## src/common/sscd_pkg.sv

```systemverilog
// Package for the swap, supervisor-call and coprocessor decode block
`default_nettype none
package sscd_pkg;
	// ============================================================
	// Instruction field positions
	localparam int COND_HI = 31;
	localparam int COND_LO = 28;
	localparam int CLASS_HI = 27;
	localparam int CLASS_LO = 24;
	localparam int CPNUM_HI = 11;
	localparam int CPNUM_LO = 8;
	localparam int BYTE_BIT = 22;
	localparam int XFER_BIT = 4;
	localparam int BASE_HI = 19;
	localparam int BASE_LO = 16;
	localparam int DEST_HI = 15;
	localparam int DEST_LO = 12;
	localparam int SRC_HI = 3;
	localparam int SRC_LO = 0;
	localparam int LOAD_BIT = 20;
	// ============================================================
	// Class codes in bits 27..24
	localparam logic [3:0] CLS_SVC = 4'hf;
	localparam logic [3:0] CLS_CPOP = 4'he;
	localparam logic [2:0] CLS_CPLS = 3'h6;
	// Swap pattern: bits 27..23, 21..20 and 11..4
	localparam logic [4:0] SWAP_HI_PAT = 5'h02;
	localparam logic [7:0] SWAP_LO_PAT = 8'h09;
	// Internal coprocessor number
	localparam logic [3:0] INT_CP_NUM = 4'hf;
	// ============================================================
	// Vectors, modes, and timing counts
	localparam logic [31:0] SVC_VECTOR = 32'h0000_0008;
	localparam logic [31:0] UNDEF_VECTOR = 32'h0000_0004;
	localparam logic [4:0] MODE_SVC = 5'h13;
	localparam logic [4:0] MODE_UND = 5'h1b;
	localparam logic [31:0] WORD_STEP = 32'h0000_0004;
	localparam logic [1:0] SVC_FETCHES = 2'h3;
	localparam logic [1:0] CPREG_INTERNALS = 2'h3;
	localparam logic [31:0] CPREG_RESET = 32'h0000_0000;
	// Status word flag positions
	localparam int FLAG_N = 31;
	localparam int FLAG_Z = 30;
	localparam int FLAG_C = 29;
	localparam int FLAG_V = 28;
	// ============================================================
	// Sequencer states, Gray coded along the swap path
	typedef enum logic [2:0] {
		SSCD_IDLE = 3'h0,
		SSCD_READ = 3'h1,
		SSCD_WRITE = 3'h3,
		SSCD_INTERNAL = 3'h2,
		SSCD_FETCH = 3'h6,
		SSCD_CPREG = 3'h7
	} sscd_state_e;
	// Memory request bundle toward the memory system
	typedef struct packed {
		logic valid;
		logic write;
		logic byte_sel;
		logic locked;
		logic [31:0] addr;
		logic [31:0] wdata;
	} sscd_mem_req_s;
	// Trap bundle toward the core
	typedef struct packed {
		logic take;
		logic [4:0] mode;
		logic [31:0] vector;
		logic [31:0] link;
		logic [31:0] saved_status;
	} sscd_trap_s;
endpackage
`default_nettype wire

```

## src/rtl/sscd_cpreg_file.sv

```systemverilog
// Internal coprocessor control register file with registered read data
`default_nettype none
module sscd_cpreg_file (
	input wire logic ref_clk,
	input wire logic rst_n,
	input wire logic clk_en,
	input wire logic wr_en,
	input wire logic [3:0] wr_idx,
	input wire logic [31:0] wr_data,
	input wire logic [3:0] rd_idx,
	output logic [31:0] rd_data
);
	// ============================================================
	// Storage, one word per register index
	logic [31:0] mem_reg [16];

	// One generate loop writes each entry
	for (genvar i = 0; i < 16; i++) begin : g_ent
		always_ff @(posedge ref_clk or negedge rst_n) begin
			if (!rst_n) begin
				mem_reg[i] <= sscd_pkg::CPREG_RESET;
			end else if (clk_en && wr_en && wr_idx == 4'(i)) begin
				mem_reg[i] <= wr_data;
			end
		end
	end

	// Registered read port
	always_ff @(posedge ref_clk or negedge rst_n) begin
		if (!rst_n) begin
			rd_data <= sscd_pkg::CPREG_RESET;
		end else if (clk_en) begin
			rd_data <= mem_reg[rd_idx];
		end
	end
endmodule
`default_nettype wire

```

## src/rtl/sscd_decode.sv

```systemverilog
// Swap, supervisor-call and coprocessor instruction decode and sequencer
// Behaviour
// - Swap: fetch, read, write, internal cycle
// - Byte bit selects byte or word
// - Byte swap writes only source bits 7:0
// - Execute only when condition passes
// - Supervisor call: svc mode, save status, vector
// - Link gets address of following word
// - Low 24 bits of call ignored
// - Supervisor call costs three fetches
// - Only coprocessor 15 register transfers execute
// - Other coprocessor instructions take undefined trap
// - Data op decode uses bits 4, 31:24
// - Data op: no wait, no result
// - Coproc transfer: core addresses, coproc data
// - Swap reads base, writes source, returns old
// - Lock held across swap read and write
`default_nettype none
module sscd_decode (
	input wire logic ref_clk,
	input wire logic rst_n,
	input wire logic clk_en,
	input wire logic instr_valid,
	input wire logic [31:0] instr,
	input wire logic [31:0] instr_addr,
	input wire logic [31:0] status_word,
	input wire logic [31:0] base_value,
	input wire logic [31:0] source_value,
	input wire logic [31:0] core_reg_value,
	input wire logic mem_ready,
	input wire logic [31:0] mem_rdata,
	output logic busy,
	output logic fetch_cycle,
	output logic internal_cycle,
	output sscd_pkg::sscd_mem_req_s mem_req,
	output logic dest_we,
	output logic [3:0] dest_idx,
	output logic [31:0] dest_data,
	output logic flags_we,
	output logic [3:0] flags_data,
	output sscd_pkg::sscd_trap_s trap
);
	// ============================================================
	// Field extraction
	wire logic [3:0] cond_f = instr[sscd_pkg::COND_HI:sscd_pkg::COND_LO];
	wire logic [3:0] class_f = instr[sscd_pkg::CLASS_HI:sscd_pkg::CLASS_LO];
	wire logic [3:0] coproc_number_field =
		instr[sscd_pkg::CPNUM_HI:sscd_pkg::CPNUM_LO];
	wire logic nf = status_word[sscd_pkg::FLAG_N];
	wire logic zf = status_word[sscd_pkg::FLAG_Z];
	wire logic cf = status_word[sscd_pkg::FLAG_C];
	wire logic vf = status_word[sscd_pkg::FLAG_V];

	// ============================================================
	// Condition evaluation
	logic cond_base;
	always_comb begin
		case (cond_f[3:1])
			3'h0: cond_base = zf;
			3'h1: cond_base = cf;
			3'h2: cond_base = nf;
			3'h3: cond_base = vf;
			3'h4: cond_base = cf & ~zf;
			3'h5: cond_base = (nf == vf);
			3'h6: cond_base = ~zf & (nf == vf);
			default: cond_base = 1'b1;
		endcase
	end
	wire logic cond_pass = (cond_f == 4'hf) ? 1'b0 :
		(cond_base ^ (cond_f[0] & (cond_f[3:1] != 3'h7)));

	// ============================================================
	// Class decode
	// Call decode ignores low bits
	wire logic is_svc = (class_f == sscd_pkg::CLS_SVC);
	// Data op looks at 31:24 and bit 4 only
	wire logic is_cpop = (class_f == sscd_pkg::CLS_CPOP) &&
		!instr[sscd_pkg::XFER_BIT];
	wire logic is_cpreg = (class_f == sscd_pkg::CLS_CPOP) &&
		instr[sscd_pkg::XFER_BIT];
	// Coproc loads and stores trap for emulation
	wire logic is_cpls = (class_f[3:1] == sscd_pkg::CLS_CPLS);
	wire logic is_swap = (instr[27:23] == sscd_pkg::SWAP_HI_PAT) &&
		(instr[21:20] == 2'h0) && (instr[11:4] == sscd_pkg::SWAP_LO_PAT);
	// Only the internal coprocessor's transfers run
	wire logic cpreg_ok = is_cpreg &&
		(coproc_number_field == sscd_pkg::INT_CP_NUM);
	// Data ops trap at once, no result awaited
	wire logic cp_undef = is_cpop || is_cpls || (is_cpreg && !cpreg_ok);
	wire logic go = instr_valid && cond_pass && !busy;

	// ============================================================
	// State and captured operands
	sscd_pkg::sscd_state_e state_reg, state_next;
	logic [31:0] addr_reg;
	logic [31:0] src_reg;
	logic byte_reg;
	logic [3:0] dst_reg;
	logic [31:0] old_reg;
	logic [1:0] cnt_reg;
	logic load_reg;
	logic [3:0] cpidx_reg;
	logic [31:0] cp_rd;

	// Next-state selection
	always_comb begin
		state_next = state_reg;
		case (state_reg)
			sscd_pkg::SSCD_IDLE: begin
				if (go && is_swap) begin
					state_next = sscd_pkg::SSCD_READ;
				end else if (go && (is_svc || cp_undef)) begin
					state_next = sscd_pkg::SSCD_FETCH;
				end else if (go && cpreg_ok) begin
					state_next = sscd_pkg::SSCD_CPREG;
				end
			end
			sscd_pkg::SSCD_READ: begin
				if (mem_ready) begin
					state_next = sscd_pkg::SSCD_WRITE;
				end
			end
			sscd_pkg::SSCD_WRITE: begin
				if (mem_ready) begin
					state_next = sscd_pkg::SSCD_INTERNAL;
				end
			end
			sscd_pkg::SSCD_INTERNAL: state_next = sscd_pkg::SSCD_IDLE;
			// Three fetch cycles for the trap refill
			sscd_pkg::SSCD_FETCH: begin
				// Counter runs 2, 1, 0: leave on zero
				if (cnt_reg == 2'h0) begin
					state_next = sscd_pkg::SSCD_IDLE;
				end
			end
			sscd_pkg::SSCD_CPREG: begin
				// Three internal cycles, leave on zero
				if (cnt_reg == 2'h0) begin
					state_next = sscd_pkg::SSCD_IDLE;
				end
			end
			default: state_next = sscd_pkg::SSCD_IDLE;
		endcase
	end

	// State register
	always_ff @(posedge ref_clk or negedge rst_n) begin
		if (!rst_n) begin
			state_reg <= sscd_pkg::SSCD_IDLE;
		end else if (clk_en) begin
			state_reg <= state_next;
		end
	end

	// Cycle counter for fetch and internal sequences
	always_ff @(posedge ref_clk or negedge rst_n) begin
		if (!rst_n) begin
			cnt_reg <= 2'h0;
		end else if (clk_en && go) begin
			cnt_reg <= is_svc || cp_undef ? sscd_pkg::SVC_FETCHES - 2'h1 :
				sscd_pkg::CPREG_INTERNALS - 2'h1;
		end else if (clk_en && cnt_reg != 2'h0) begin
			cnt_reg <= cnt_reg - 2'h1;
		end
	end

	// Operand capture at instruction accept
	always_ff @(posedge ref_clk or negedge rst_n) begin
		if (!rst_n) begin
			addr_reg <= 32'h0;
			src_reg <= 32'h0;
			byte_reg <= 1'b0;
			dst_reg <= 4'h0;
			load_reg <= 1'b0;
			cpidx_reg <= 4'h0;
		end else if (clk_en && go) begin
			addr_reg <= base_value;
			src_reg <= source_value;
			byte_reg <= instr[sscd_pkg::BYTE_BIT];
			dst_reg <= instr[sscd_pkg::DEST_HI:sscd_pkg::DEST_LO];
			load_reg <= instr[sscd_pkg::LOAD_BIT];
			cpidx_reg <= instr[sscd_pkg::BASE_HI:sscd_pkg::BASE_LO];
		end
	end

	// Old memory value captured on read completion
	always_ff @(posedge ref_clk or negedge rst_n) begin
		if (!rst_n) begin
			old_reg <= 32'h0;
		end else if (clk_en && state_reg == sscd_pkg::SSCD_READ && mem_ready) begin
			// Byte read zero-extends bits 7:0 of the read data, whatever the low address bits
			old_reg <= byte_reg ? {24'h0, mem_rdata[7:0]} : mem_rdata;
		end
	end

	// ============================================================
	// Internal coprocessor register file
	wire logic cp_wr = clk_en && go && cpreg_ok &&
		!instr[sscd_pkg::LOAD_BIT];
	sscd_cpreg_file u_cpreg (
		.ref_clk(ref_clk),
		.rst_n(rst_n),
		.clk_en(clk_en),
		.wr_en(cp_wr),
		.wr_idx(instr[sscd_pkg::BASE_HI:sscd_pkg::BASE_LO]),
		.wr_data(core_reg_value),
		.rd_idx(cpidx_reg),
		.rd_data(cp_rd)
	);

	// ============================================================
	// Memory request, handshake outputs
	wire logic in_rd = (state_reg == sscd_pkg::SSCD_READ);
	wire logic in_wr = (state_reg == sscd_pkg::SSCD_WRITE);
	always_comb begin
		mem_req.valid = in_rd | in_wr;
		mem_req.write = in_wr;
		mem_req.byte_sel = byte_reg;
		mem_req.locked = in_rd | in_wr;
		mem_req.addr = addr_reg;
		// Only low byte of source on byte swap
		mem_req.wdata = byte_reg ? {24'h0, src_reg[7:0]} : src_reg;
	end
	assign busy = (state_reg != sscd_pkg::SSCD_IDLE);
	assign fetch_cycle = (state_reg == sscd_pkg::SSCD_FETCH);
	assign internal_cycle = (state_reg == sscd_pkg::SSCD_INTERNAL) ||
		(state_reg == sscd_pkg::SSCD_CPREG);

	// ============================================================
	// Register writeback and trap outputs, registered
	wire logic swap_done = (state_reg == sscd_pkg::SSCD_INTERNAL);
	wire logic cp_done = (state_reg == sscd_pkg::SSCD_CPREG) &&
		(cnt_reg == 2'h0) && load_reg;
	always_ff @(posedge ref_clk or negedge rst_n) begin
		if (!rst_n) begin
			dest_we <= 1'b0;
			dest_idx <= 4'h0;
			dest_data <= 32'h0;
			flags_we <= 1'b0;
			flags_data <= 4'h0;
		end else if (clk_en) begin
			dest_we <= swap_done || (cp_done && dst_reg != 4'hf);
			dest_idx <= dst_reg;
			dest_data <= swap_done ? old_reg : cp_rd;
			flags_we <= cp_done && dst_reg == 4'hf;
			flags_data <= cp_rd[31:28];
		end
	end

	// Trap entry on call or undefined coprocessor op
	always_ff @(posedge ref_clk or negedge rst_n) begin
		if (!rst_n) begin
			trap <= '0;
		end else if (clk_en) begin
			trap.take <= go && (is_svc || cp_undef);
			trap.mode <= is_svc ? sscd_pkg::MODE_SVC : sscd_pkg::MODE_UND;
			trap.vector <= is_svc ? sscd_pkg::SVC_VECTOR :
				sscd_pkg::UNDEF_VECTOR;
			trap.link <= instr_addr + sscd_pkg::WORD_STEP;
			trap.saved_status <= status_word;
		end
	end
endmodule
`default_nettype wire
```

## config.mk

```make
export PLATFORM = sky130hd
export DESIGN_NAME = sscd_decode
export DESIGN_NICKNAME = d
export VERILOG_FILES = /design/src/common/sscd_pkg.sv /design/src/rtl/sscd_cpreg_file.sv /design/src/rtl/sscd_decode.sv
export SDC_FILE = /design/constraint.sdc
export NUM_CORES = 1
export LEC_CHECK = 0
export BUFFER_PORTS_ARGS = -buffer_cell sky130_fd_sc_hd__buf_2
export CAP_MARGIN = 20
export CELL_PAD_IN_SITES_DETAIL_PLACEMENT = 0
export CELL_PAD_IN_SITES_GLOBAL_PLACEMENT = 1
export CORE_MARGIN = 2
export CORE_UTILIZATION = 48
export CTS_CLUSTER_SIZE = 20
export DETAILED_ROUTE_END_ITERATION = 8
export GPL_TIMING_DRIVEN = 0
export PLACE_DENSITY_LB_ADDON = 0.1
export SLEW_MARGIN = 20
export SYNTH_ARGS = -nofsm -noshare
export SYNTH_HDL_FRONTEND = slang
export SYNTH_SLANG_ARGS = --single-unit
```

## constraint.sdc

```tcl
create_clock -name ref_clk -period 3.6 [get_ports ref_clk]
set_input_delay 0.36 -clock ref_clk [delete_from_list [all_inputs] [get_ports ref_clk]]
set_output_delay 0.36 -clock ref_clk [all_outputs]
set_load 0.005 [all_outputs]
```

==> results by group, run 1 <==
Placement
  • PortBufs: 405
  • Placer Congestion: 0.8177
  • HPWL after DPL: 68960 µm

Synthesis
  • Post-Synth Adder-Cell Area: 0.0007292
  • Yosys reg bits: 765
  • Post-synth EDFFs: 0
  • Area contributors post-synth: dfrtp_1, mux2_2, mux4_2
  • Async SR Flop Fraction: 1.000
  • Synth area leader: dfrtp_1
  • Most frequent cell after synthesis: dfrtp_1
  • Synth Area in Compound Gates: 0.01130
  • Synth unique cells: 48
  • Synth warnings: 0
  • Main combinational cell family by area after synthesis: multiplexers
  • Syn Area/Cell: 14.86 µm²
  • Synth top area share: 0.5578
  • Register area share after synthesis: 0.5578
  • Mapped Cells: 2310
  • Xor-xnor portion of the synthesized cell area: 0.007656
  • Mux cell area share after synthesis: 0.3385
  • Most frequent cells after synthesis: dfrtp_1, mux2_2, mux2_1, mux4_2, clkbuf_1
  • Post-synth design cell area: 34320 µm²
  • Most used DFF post-synth: dfrtp_1
  • Post-Synth Simple-Gate Area: 0.04962

STA
  • RSZ-0062 raised after global routing: yes
  • Min Tclk post-route: 3.590 ns
  • Slew at the pin closest to its max-slew limit: 1.088 ns
  • Final Skew: 0.02268 ns
  • Hold Fails Final Rpt: 0
  • TNS Setup: 0 ns
  • Final setup fails: 0
  • Fin crit share: 0.9973
  • Highest clock rate: 278.5 MHz
  • Slew headroom: 0.2745
  • Slew Limit Fails: 0

Worst setup path
  • Worst flop-to-flop path endpoint: u_cpreg.mem_reg[468]
  • CP max FO: 10
  • Crit path top cell by count: mux2_1
  • RR Startpoint: state_reg[2]
  • CP cell instances: buf_2 > mux2_1 > mux4_2 > nor3_4 > buf_6 > mux2i_1 > clkbuf_1 > mux2_1
  • R2R Setup Slk: 0.11 ns
  • FF-to-FF path depth: 8
  • CP arrival: 4.11 ns
  • Buffers and inverters on the worst path: 3
  • CP Capture Type: flop
  • Critical-path top delay cell: mux2i_1
  • CP required: 4.12 ns
  • Crit start category: primary input
  • CP delay by family, top: multiplexers
  • Worst path max stage delay: 0.76 ns
  • Crit Path Category: in -> reg

GRT
  • Total grt overflow: 0
  • Largest net degree at the start of global routing: 105
  • GRT Total Usage: 0.2647
  • Initial antenna violation count: 9
  • First-pass GRT wire length: 147400 µm
  • Vias in the first global route: 23420

Layout
  • Synth-to-Final Area Change: 22.81%
  • Nets@finish: 3208
  • Max reg flops: 512
  • Layout cells sized above 1: 0.4125

Clock network
  • Postcts setup bufs: 0
  • TritonCTS clock tree: built
  • TritonCTS buffer count: 82
  • Clock Sinks: 765
  • Longest Clk Path Bufs: 3
  • Clock latency on the worst-skew pair: 0.63 ns
  • CTS root buf: clkbuf_16
  • CTS clk-pin slew, worst paths: 0.06 ns
  • H-tree level count: 3

Outcome
  • Status: finished clean

Pwr
  • Total design power: 23.58 mW
  • PwrDens: 559.4 nW/µm²
  • Peak VDD IR: 0.3491 mV
  • Leak pwr: 20.61 nW

Routing
  • Vias per cell: 5.522
  • DR WL/cell: 24.27 µm
  • Vias: 22050
  • Initial DRC count: 1172
  • Post-DRT Antenna Nets: 0
  • First-pass DRT Iterations: 5
  • WL final: 96900 µm
  • Remaining DRCs: 0

Floorplanning
  • # IOs: 444
  • Die ar.: 73650 µm²
  • Core Area: 71120 µm²
  • Row Count: 98
  • Die H: 271.4 µm
  • Die W: 271.4 µm
  • Initial Utilization: 0.4826

Hold path
  • HP Class: in -> reg
  • Min-Delay Path Depth: 2
  • WHS Endpoint: u_cpreg.mem_reg[113]
  • Hold Path Origin: core_reg_value[17]

Job
  • Max-capacitance violation count: 0
==> cell usage in the layout, fill, tap and decap left out, drive strengths merged, types with 3 or more instances in the layout <==
cell	netlist	final
inv	13	17
nand2b	4	4
nand3	31	31
and3	8	8
mux2i	50	50
nor3	28	28
and4	7	7
or4	4	4
buf	102	510
mux2	664	664
nand2	85	85
clkbuf	120	244
nor4	7	7
dfrtp	765	765
or2	4	4
conb	1	31
xor2	7	7
or3	3	3
nand3b	25	25
dlygate4sd3	0	138
clkinv	0	15
mux4	161	161
bufinv	0	8
xnor2	23	23
nand4	8	8
a21oi	61	61
nor3b	6	6
and2	4	4
nor2	74	74
nor2b	27	27
==> stage by stage <==
step / instance area, µm² / hold slack [ns] / std cells / util / setup WS (ns)
after global placement: 37650 / 0.4524 / 3695 / 0.5294 / -13.38
after CTS: 42080 / 0.003218 / 3989 / 0.5917 / 0.002984
after floorplan: 34430 / 0.06441 / 2340 / - / 0.6690
after detailed placement: 37900 / 0.3387 / 3704 / 0.5329 / -0.6584
after global routing: 42150 / 0.02649 / 3991 / 0.5926 / -0.02832
final: 42150 / 0.04301 / 3992 / 0.5926 / 0.009686
==> cells by family (layout without fill, tap and decap cells) <==
group,count (synthesis),in the layout
buf+inv,235,935
mux,875,875
fa+ha+maj,2,2
flops,765,765
xor+xnor,30,30
compound gates,71,71
other cells,1,33
simple gates,331,331
==> how the worst max path moves through the flow <==
stage / start / to / slack, ns / cells after the start
6_report: instr[30] / u_cpreg.mem_reg[468] / 0.01 / 8
5_1_grt: instr[30] / u_cpreg.mem_reg[467] / -0.03 / 8
4_1_cts: state_reg[2] / u_cpreg.mem_reg[370] / 0.003 / 7
3_5_place_dp: instr[30] / u_cpreg.mem_reg[442] / -0.66 / 8
3_3_place_gp: rst_n / u_cpreg.mem_reg[106] / -13.38 / 1
2_1_floorplan: instr[30] / u_cpreg.mem_reg[129] / 0.67 / 7
==> worst register-to-register path: stages (launching register included) <==
cell and delay [ns]:
dfrtp_1 0.44, or3_1 0.39, buf_2 0.20, or4_1 0.60, clkbuf_1 0.24, nor3_1 0.23
mux2i_1 0.31, clkbuf_1 0.50, mux2_1 0.47
==> timing repair <==
item | in CTS | in global routing
hold buffers | 138 | 0
endpoints found under the hold margin | 189 | 0
endpoints found under the setup margin | 129 | 159
resized for setup | 7 | 20
==> power by group <==
group | internal (mW) | switching, mW | leakage, nW
sequential | 9.35 | 0.421 | 10.3
clock | 5.19 | 3.50 | 1.37
combinational | 2.25 | 2.86 | 8.98
==> area by class of cell <==
class | count | area (µm²)
Clock inverter | 29 | 391.6
Inverter | 13 | 48.80
Multi-Input combinational cell | 1340 | 14160
Clock buffer | 118 | 2389
Buffer | 222 | 1156
Timing Repair Buffer | 553 | 3665
Antenna cell | 2 | 5.005
Fill cell | 5739 | 28970
Tap cell | 950 | 1189
Sequential cell | 765 | 19140
==> layer usage <==
metal | vias up | routed length [µm] | GRT usage
li1 | 9670 | - | -
met1 | 11650 | 41160 | 0.3558
met2 | 559 | 48090 | 0.4454
met3 | 157 | 5123 | 0.04414
met4 | 8 | 2470 | 0.07649
met5 | - | 54 | 0
(Power assumes the default switching activity.)
==> run 2, diff against run 1 <==
==> constraint.sdc (replaced) <==
create_clock -name ref_clk -period 3.6 [get_ports ref_clk]
set_input_delay 0.18 -clock ref_clk [delete_from_list [all_inputs] [get_ports ref_clk]]
set_output_delay 0.18 -clock ref_clk [all_outputs]
set_load 0.005 [all_outputs]
==> run 2 against run 1 <==
  * The run now ends with setup timing left
  * Highest routed layer unchanged
  * Count of clock-buffer cells in the layout unchanged
  * Register-to-register slack got worse by 0.16 ns
  * Die area did not move
  * Utilization rose by 1.1 points
  * Design area up 1.9%
  * Sequential cell count is the same
  * Critical path type is now reg -> reg
  * Non-clock buffer count increased by 81
  * Sequential share of layout area is 0.83 points lower
  * Largest cell class unchanged
  * Maximum frequency is 1.7% lower
  * Setup slack lost 0.063 ns
==> results by group, run 2 (synthesis gave the netlist of run 1 again) <==
GRT
  • Initial antenna violation count: 5 (was 9)
  • Largest net degree at the start of global routing: 105 (unchanged)
  • Vias in the first global route: 23840 (was 23420)
  • First-pass GRT wire length: 148800 µm (was 147400 µm)
  • GRT Total Usage: 0.2665 (was 0.2647)
  • Total grt overflow: 0 (unchanged)

STA
  • Final hold slack: 0.09918 ns (was 0.04301 ns)
  • RSZ-0062 raised after global routing: yes (unchanged)
  • Slew at the pin closest to its max-slew limit: 1.075 ns (was 1.088 ns)
  • Slew Limit Fails: 0 (unchanged)
  • Min Tclk post-route: 3.653 ns (was 3.590 ns)
  • Slew headroom: 0.2834 (was 0.2745)
  • Fin crit share: 1.015 (was 0.9973)
  • Highest clock rate: 273.7 MHz (was 278.5 MHz)
  • Hold Fails Final Rpt: 0 (unchanged)
  • Final Skew: 0.02214 ns (was 0.02268 ns)
  • Final setup fails: 24 (was 0)
  • TNS Setup: -0.5794 ns (was 0 ns)
  • PnR worst setup slack: -0.05303 ns (was 0.009686 ns)

Layout
  • Max reg flops: 512 (unchanged)
  • Core Util, Final: 0.6037 (was 0.5926)
  • Layout cells sized above 1: 0.4012 (was 0.4125)
  • Synth-to-Final Area Change: 25.11% (was 22.81%)
  • Most frequent cells in the layout: dfrtp_1, mux2_2, buf_2 (unchanged)
  • Nets@finish: 3289 (was 3208)
  • Post-route cell area: 42940 µm² (was 42150 µm²)
  • Commonest non-fill, non-tap cell in the layout: dfrtp_1 (unchanged)

Clock network
  • CTS root buf: clkbuf_16 (unchanged)
  • Clock Sinks: 765 (unchanged)
  • Postcts setup bufs: 0 (unchanged)
  • CTS clk-pin slew, worst paths: 0.06 ns (about the same)
  • Clock latency on the worst-skew pair: 0.64 ns (was 0.63 ns)
  • TritonCTS buffer count: 82 (unchanged)
  • Longest Clk Path Bufs: 3 (unchanged)
  • H-tree level count: 3 (unchanged)
  • TritonCTS clock tree: built (unchanged)

Placement
  • PortBufs: 405 (unchanged)
  • Cell Area, Placed: 37900 µm² (unchanged)
  • HPWL after DPL: 68960 µm (unchanged)
  • Placer Congestion: 0.8177 (unchanged)

Pwr
  • PwrDens: 550.9 nW/µm² (was 559.4 nW/µm²)
  • Leak pwr: 20.94 nW (was 20.61 nW)
  • Peak VDD IR: 0.3503 mV (was 0.3491 mV)

Routing
  • First-pass DRT Iterations: 5 (unchanged)
  • Remaining DRCs: 0 (unchanged)
  • Vias: 22230 (was 22050)
  • WL final: 97550 µm (was 96900 µm)
  • DR WL/cell: 23.96 µm (was 24.27 µm)
  • Post-DRT Antenna Nets: 0 (unchanged)
  • Vias per cell: 5.460 (was 5.522)
  • Initial DRC count: 1228 (was 1172)

Floorplanning
  • Die H: 271.4 µm (unchanged)
  • Die ar.: 73650 µm² (unchanged)
  • Die W: 271.4 µm (unchanged)
  • Row Count: 98 (unchanged)
  • # IOs: 444 (unchanged)
  • Initial Utilization: 0.4826 (unchanged)
  • Core Area: 71120 µm² (unchanged)

Worst setup path
  • CP arrival: 4.16 ns (was 4.11 ns)
  • CP Capture Type: flop (unchanged)
  • Crit Path Category: reg -> reg (was in -> reg)
  • Crit start category: flop (was primary input)
  • R2R Setup Slk: -0.05 ns (was 0.11 ns)
  • CP max FO: 10 (unchanged)
  • CP required: 4.10 ns (was 4.12 ns)

Hold path
  • HP Class: in -> reg (unchanged)

Outcome
  • Failing checks: setup timing
  • Status: complete, but fails checks (was finished clean)

Job
  • Max-capacitance violation count: 0 (unchanged)
[run 2: cell count changes in the layout (fill, tap and decap cells not counted), sizes merged]
cell / before / now
dlygate4sd3: 138 / 219
diode: 2 / 1
[run 2: final timing paths]
kind,start,to,depth (start not counted)
worst min register to register,old_reg[25],old_reg[25],2
worst max register to register,state_reg[2],u_cpreg.mem_reg[370],7
worst max-delay path,state_reg[2],u_cpreg.mem_reg[370],7
max in group asynchronous,rst_n,u_cpreg.mem_reg[41],5
worst min-delay path,instr_valid,trap[101],5
min in group asynchronous,rst_n,dst_reg[1],2
[run 2: area by class of cell]
| type | instances | area (µm²) |
|---|---|---|
| timing repair buffer | 634 | 4476 |
| clock inverter | 29 | 391.6 |
| clock buffer | 118 | 2389 |
| antenna | 1 | 2.502 |
| inverter | 13 | 48.80 |
| multi-input combinational | 1340 | 14140 |
| fill | 5660 | 28180 |
| tap | 950 | 1189 |
| sequential | 765 | 19140 |
| buffer | 222 | 1154 |
[run 2: where the power goes]
part | internal [mW] | switching [mW] | total [mW]
Sequential | 9.35 | 0.420 | 9.77
Combinational | 2.31 | 2.87 | 5.19
Clock | 5.19 | 3.51 | 8.70
[run 2: stage by stage]
step / setup WS [ns] / total power, mW / instances
finish: -0.05303 / 23.65 / 4072
global route: -0.07510 / 24.66 / 4071
CTS: 0.002985 / 23.86 / 4070
detailed placement: -0.4784 / 14.92 / 3704
global placement: -13.20 / 14.77 / 3695
floorplan: 0.7887 / 12.69 / 2340
[run 2: metal layers]
layer	up-vias	part of all wire	global-route usage
li1	9819	-	-
met1	11720	0.43	0.3583
met3	151	0.047	0.04219
met5	-	0.00054	0
met2	532	0.50	0.4498
met4	8	0.025	0.07765
[run 2: repair_timing]
action	4_1_cts	5_1_grt
gates resized for setup	6	16
hold buffers	219	0
endpoints found under the hold margin	530	0
gates cloned	0	0
setup endpoints to repair	129	142
[run 2: worst max-delay path, stage by stage, from the launching register on]
cell and delay [ns]:
dfrtp_1 0.44, or3_1 0.39, buf_2 0.18, nor4_2 0.80, nand3_1 0.21, mux2i_2 0.57, buf_2 0.53, mux2_2 0.39
==> run 3, diff against run 2 <==
==> constraint.sdc (replaced) <==
create_clock -name ref_clk -period 4.1 [get_ports ref_clk]
set_input_delay 0.205 -clock ref_clk [delete_from_list [all_inputs] [get_ports ref_clk]]
set_output_delay 0.205 -clock ref_clk [all_outputs]
set_load 0.005 [all_outputs]
==> run 3 against run 2 <==
  * The flow now finishes without violations
  * Register-to-register slack better by 0.37 ns
  * Sequential power down 12%
  * Design area down 0.25%
  * Utilization decreased by 0.15 points
  * Setup slack better by 0.21 ns
  * Power decreased by 12%
  * Die area unchanged
  * Count of clock-buffer cells in the layout unchanged
  * Clock skew increased by 0.0016 ns
  * Global-route usage about the same
  * Hold slack gained 0.027 ns
  * Combinational power is 13% lower
  * Largest power group unchanged
  * Highest routed layer unchanged
==> results by group, run 3 (synthesis gave the netlist of run 1 again) <==
GRT
  • Largest net degree at the start of global routing: 105 (unchanged)
  • Vias in the first global route: 23820 (was 23840)
  • Initial antenna violation count: 5 (unchanged)
  • First-pass GRT wire length: 148700 µm (was 148800 µm)
  • Total grt overflow: 0 (unchanged)
  • GRT Total Usage: 0.2664 (was 0.2665)

Job
  • Max-capacitance violation count: 0 (unchanged)

Routing
  • First-pass DRT Iterations: 5 (unchanged)
  • Vias: 22260 (was 22230)
  • Remaining DRCs: 0 (unchanged)
  • Vias per cell: 5.476 (was 5.460)
  • Initial DRC count: 1273 (was 1228)
  • WL final: 97570 µm (was 97550 µm)
  • Post-DRT Antenna Nets: 0 (unchanged)
  • DR WL/cell: 24.00 µm (was 23.96 µm)

Worst setup path
  • CP max FO: 10 (unchanged)
  • CP required: 4.60 ns (was 4.10 ns)
  • CP Capture Type: flop (unchanged)
  • Crit start category: primary input (was flop)
  • Crit Path Category: in -> reg (was reg -> reg)
  • CP arrival: 4.44 ns (was 4.16 ns)

Layout
  • Synth-to-Final Area Change: 24.80% (was 25.11%)
  • Most frequent cells in the layout: dfrtp_1, mux2_2, buf_2 (unchanged)
  • Fill count: 5665 (was 5660)
  • Nets@finish: 3282 (was 3289)
  • Layout cells sized above 1: 0.3992 (was 0.4012)
  • Final instance count without filler cells: 4065 (was 4072)
  • Max reg flops: 512 (unchanged)
  • Core Util, Final: 0.6022 (was 0.6037)
  • Commonest non-fill, non-tap cell in the layout: dfrtp_1 (unchanged)

Pwr
  • PwrDens: 484.6 nW/µm² (was 550.9 nW/µm²)
  • Peak VDD IR: 0.3066 mV (was 0.3503 mV)
  • Total design power: 20.76 mW (was 23.65 mW)
  • Leak pwr: 20.90 nW (was 20.94 nW)

STA
  • Min Tclk post-route: 3.939 ns
  • Final hold slack: 0.1263 ns (was 0.09918 ns)
  • Highest clock rate: 253.8 MHz
  • PnR worst setup slack: 0.1606 ns (was -0.05303 ns)
  • Slew Limit Fails: 0 (unchanged)
  • Fin crit share: 0.9608
  • RSZ-0062 raised after global routing: no (was yes)
  • Final Skew: 0.02371 ns (was 0.02214 ns)
  • Hold Fails Final Rpt: 0 (unchanged)
  • Slew headroom: 0.2977 (was 0.2834)
  • Slew at the pin closest to its max-slew limit: 1.053 ns (was 1.075 ns)
  • Final setup fails: 0 (was 24)

Placement
  • DP Cell Count: 3704 (unchanged)
  • Placer Congestion: 0.8177 (unchanged)
  • HPWL after DPL: 68960 µm (unchanged)
  • PortBufs: 405 (unchanged)
  • Post-Place Worst Slack: -0.003402 ns (was -0.4784 ns)

Clock network
  • Clock latency on the worst-skew pair: 0.64 ns (about the same)
  • TritonCTS clock tree: built (unchanged)
  • CTS root buf: clkbuf_16 (unchanged)
  • H-tree level count: 3 (unchanged)
  • Clock Sinks: 765 (unchanged)
  • Post-CTS Resized: 0 (was 6)
  • Longest Clk Path Bufs: 3 (unchanged)
  • TritonCTS buffer count: 82 (unchanged)
  • CTS clk-pin slew, worst paths: 0.06 ns (about the same)

Floorplanning
  • Row Count: 98 (unchanged)
  • Die H: 271.4 µm (unchanged)
  • Die ar.: 73650 µm² (unchanged)
  • Core Area: 71120 µm² (unchanged)
  • Initial Utilization: 0.4826 (unchanged)
  • # IOs: 444 (unchanged)
  • Die W: 271.4 µm (unchanged)

Outcome
  • Status: finished clean (was complete, but fails checks)

Hold path
  • HP Class: in -> reg (unchanged)
## run 3: critical path, stage by stage
cell and delay (ns):
dlygate4sd3_1 0.54, buf_2 0.15, mux2_1 0.28, mux4_2 0.53, nor3_4 0.51, buf_6 0.27
mux2i_1 0.75, clkbuf_1 0.79, mux2_1 0.39
## run 3: path summary, 6_finish.rpt
| path | startpoint | to | slack, ns | cells after the start |
|---|---|---|---|---|
| worst max-delay path | status_word[31] | u_cpreg.mem_reg[442] | 0.16 | 9 |
| worst min-delay path | instr_valid | trap[101] | 0.13 | 5 |
| worst max register to register | state_reg[2] | u_cpreg.mem_reg[328] | 0.32 | 7 |
| worst min register to register | old_reg[25] | old_reg[25] | 0.47 | 2 |
| max in group asynchronous | rst_n | u_cpreg.mem_reg[8] | 2.10 | 5 |
| min in group asynchronous | rst_n | dst_reg[1] | 0.14 | 2 |
## run 3: power breakdown
group / total [mW] / leakage, nW / switching (mW) / internal, mW
sequential: 8.58 / 10.3 / 0.370 / 8.21
combinational: 4.54 / 9.26 / 2.52 / 2.02
clock: 7.64 / 1.37 / 3.08 / 4.56
total: 20.8 / 20.9 / 5.97 / 14.8
## run 3: final cells by class
type	count	area [µm²]	share of cell area
Clock buffer	118	2389	0.05577
Antenna cell	1	2.502	0.00005843
Timing Repair Buffer	627	4405	0.1029
Inverter	13	48.80	0.001139
Multi-Input combinational cell	1340	14120	0.3297
Clock inverter	29	391.6	0.009144
Sequential cell	765	19140	0.4470
Tap cell	950	1189	0.02775
Buffer	222	1141	0.02664
## run 3: per-layer routing
layer,vias to the layer above,wire length (µm),global-route usage
met1,11760,41790,0.3569
met2,519,48680,0.4515
li1,9815,-,-
met5,-,53,0
met3,155,4591,0.04193
met4,8,2464,0.07707
## run 3: repair_timing
action                                 4_1_cts  5_1_grt
endpoints found under the hold margin      492        0
hold buffers                               212        0
buffers inserted                             0        0
## run 3: stage by stage
stage                      TNS [ns]  area [µm²]
after detailed placement  -0.005090       37900
after global placement     -9629.59       37650
after global routing              0       42830
final                             0       42830
after CTS                         0       42800
after floorplan                   0       34430
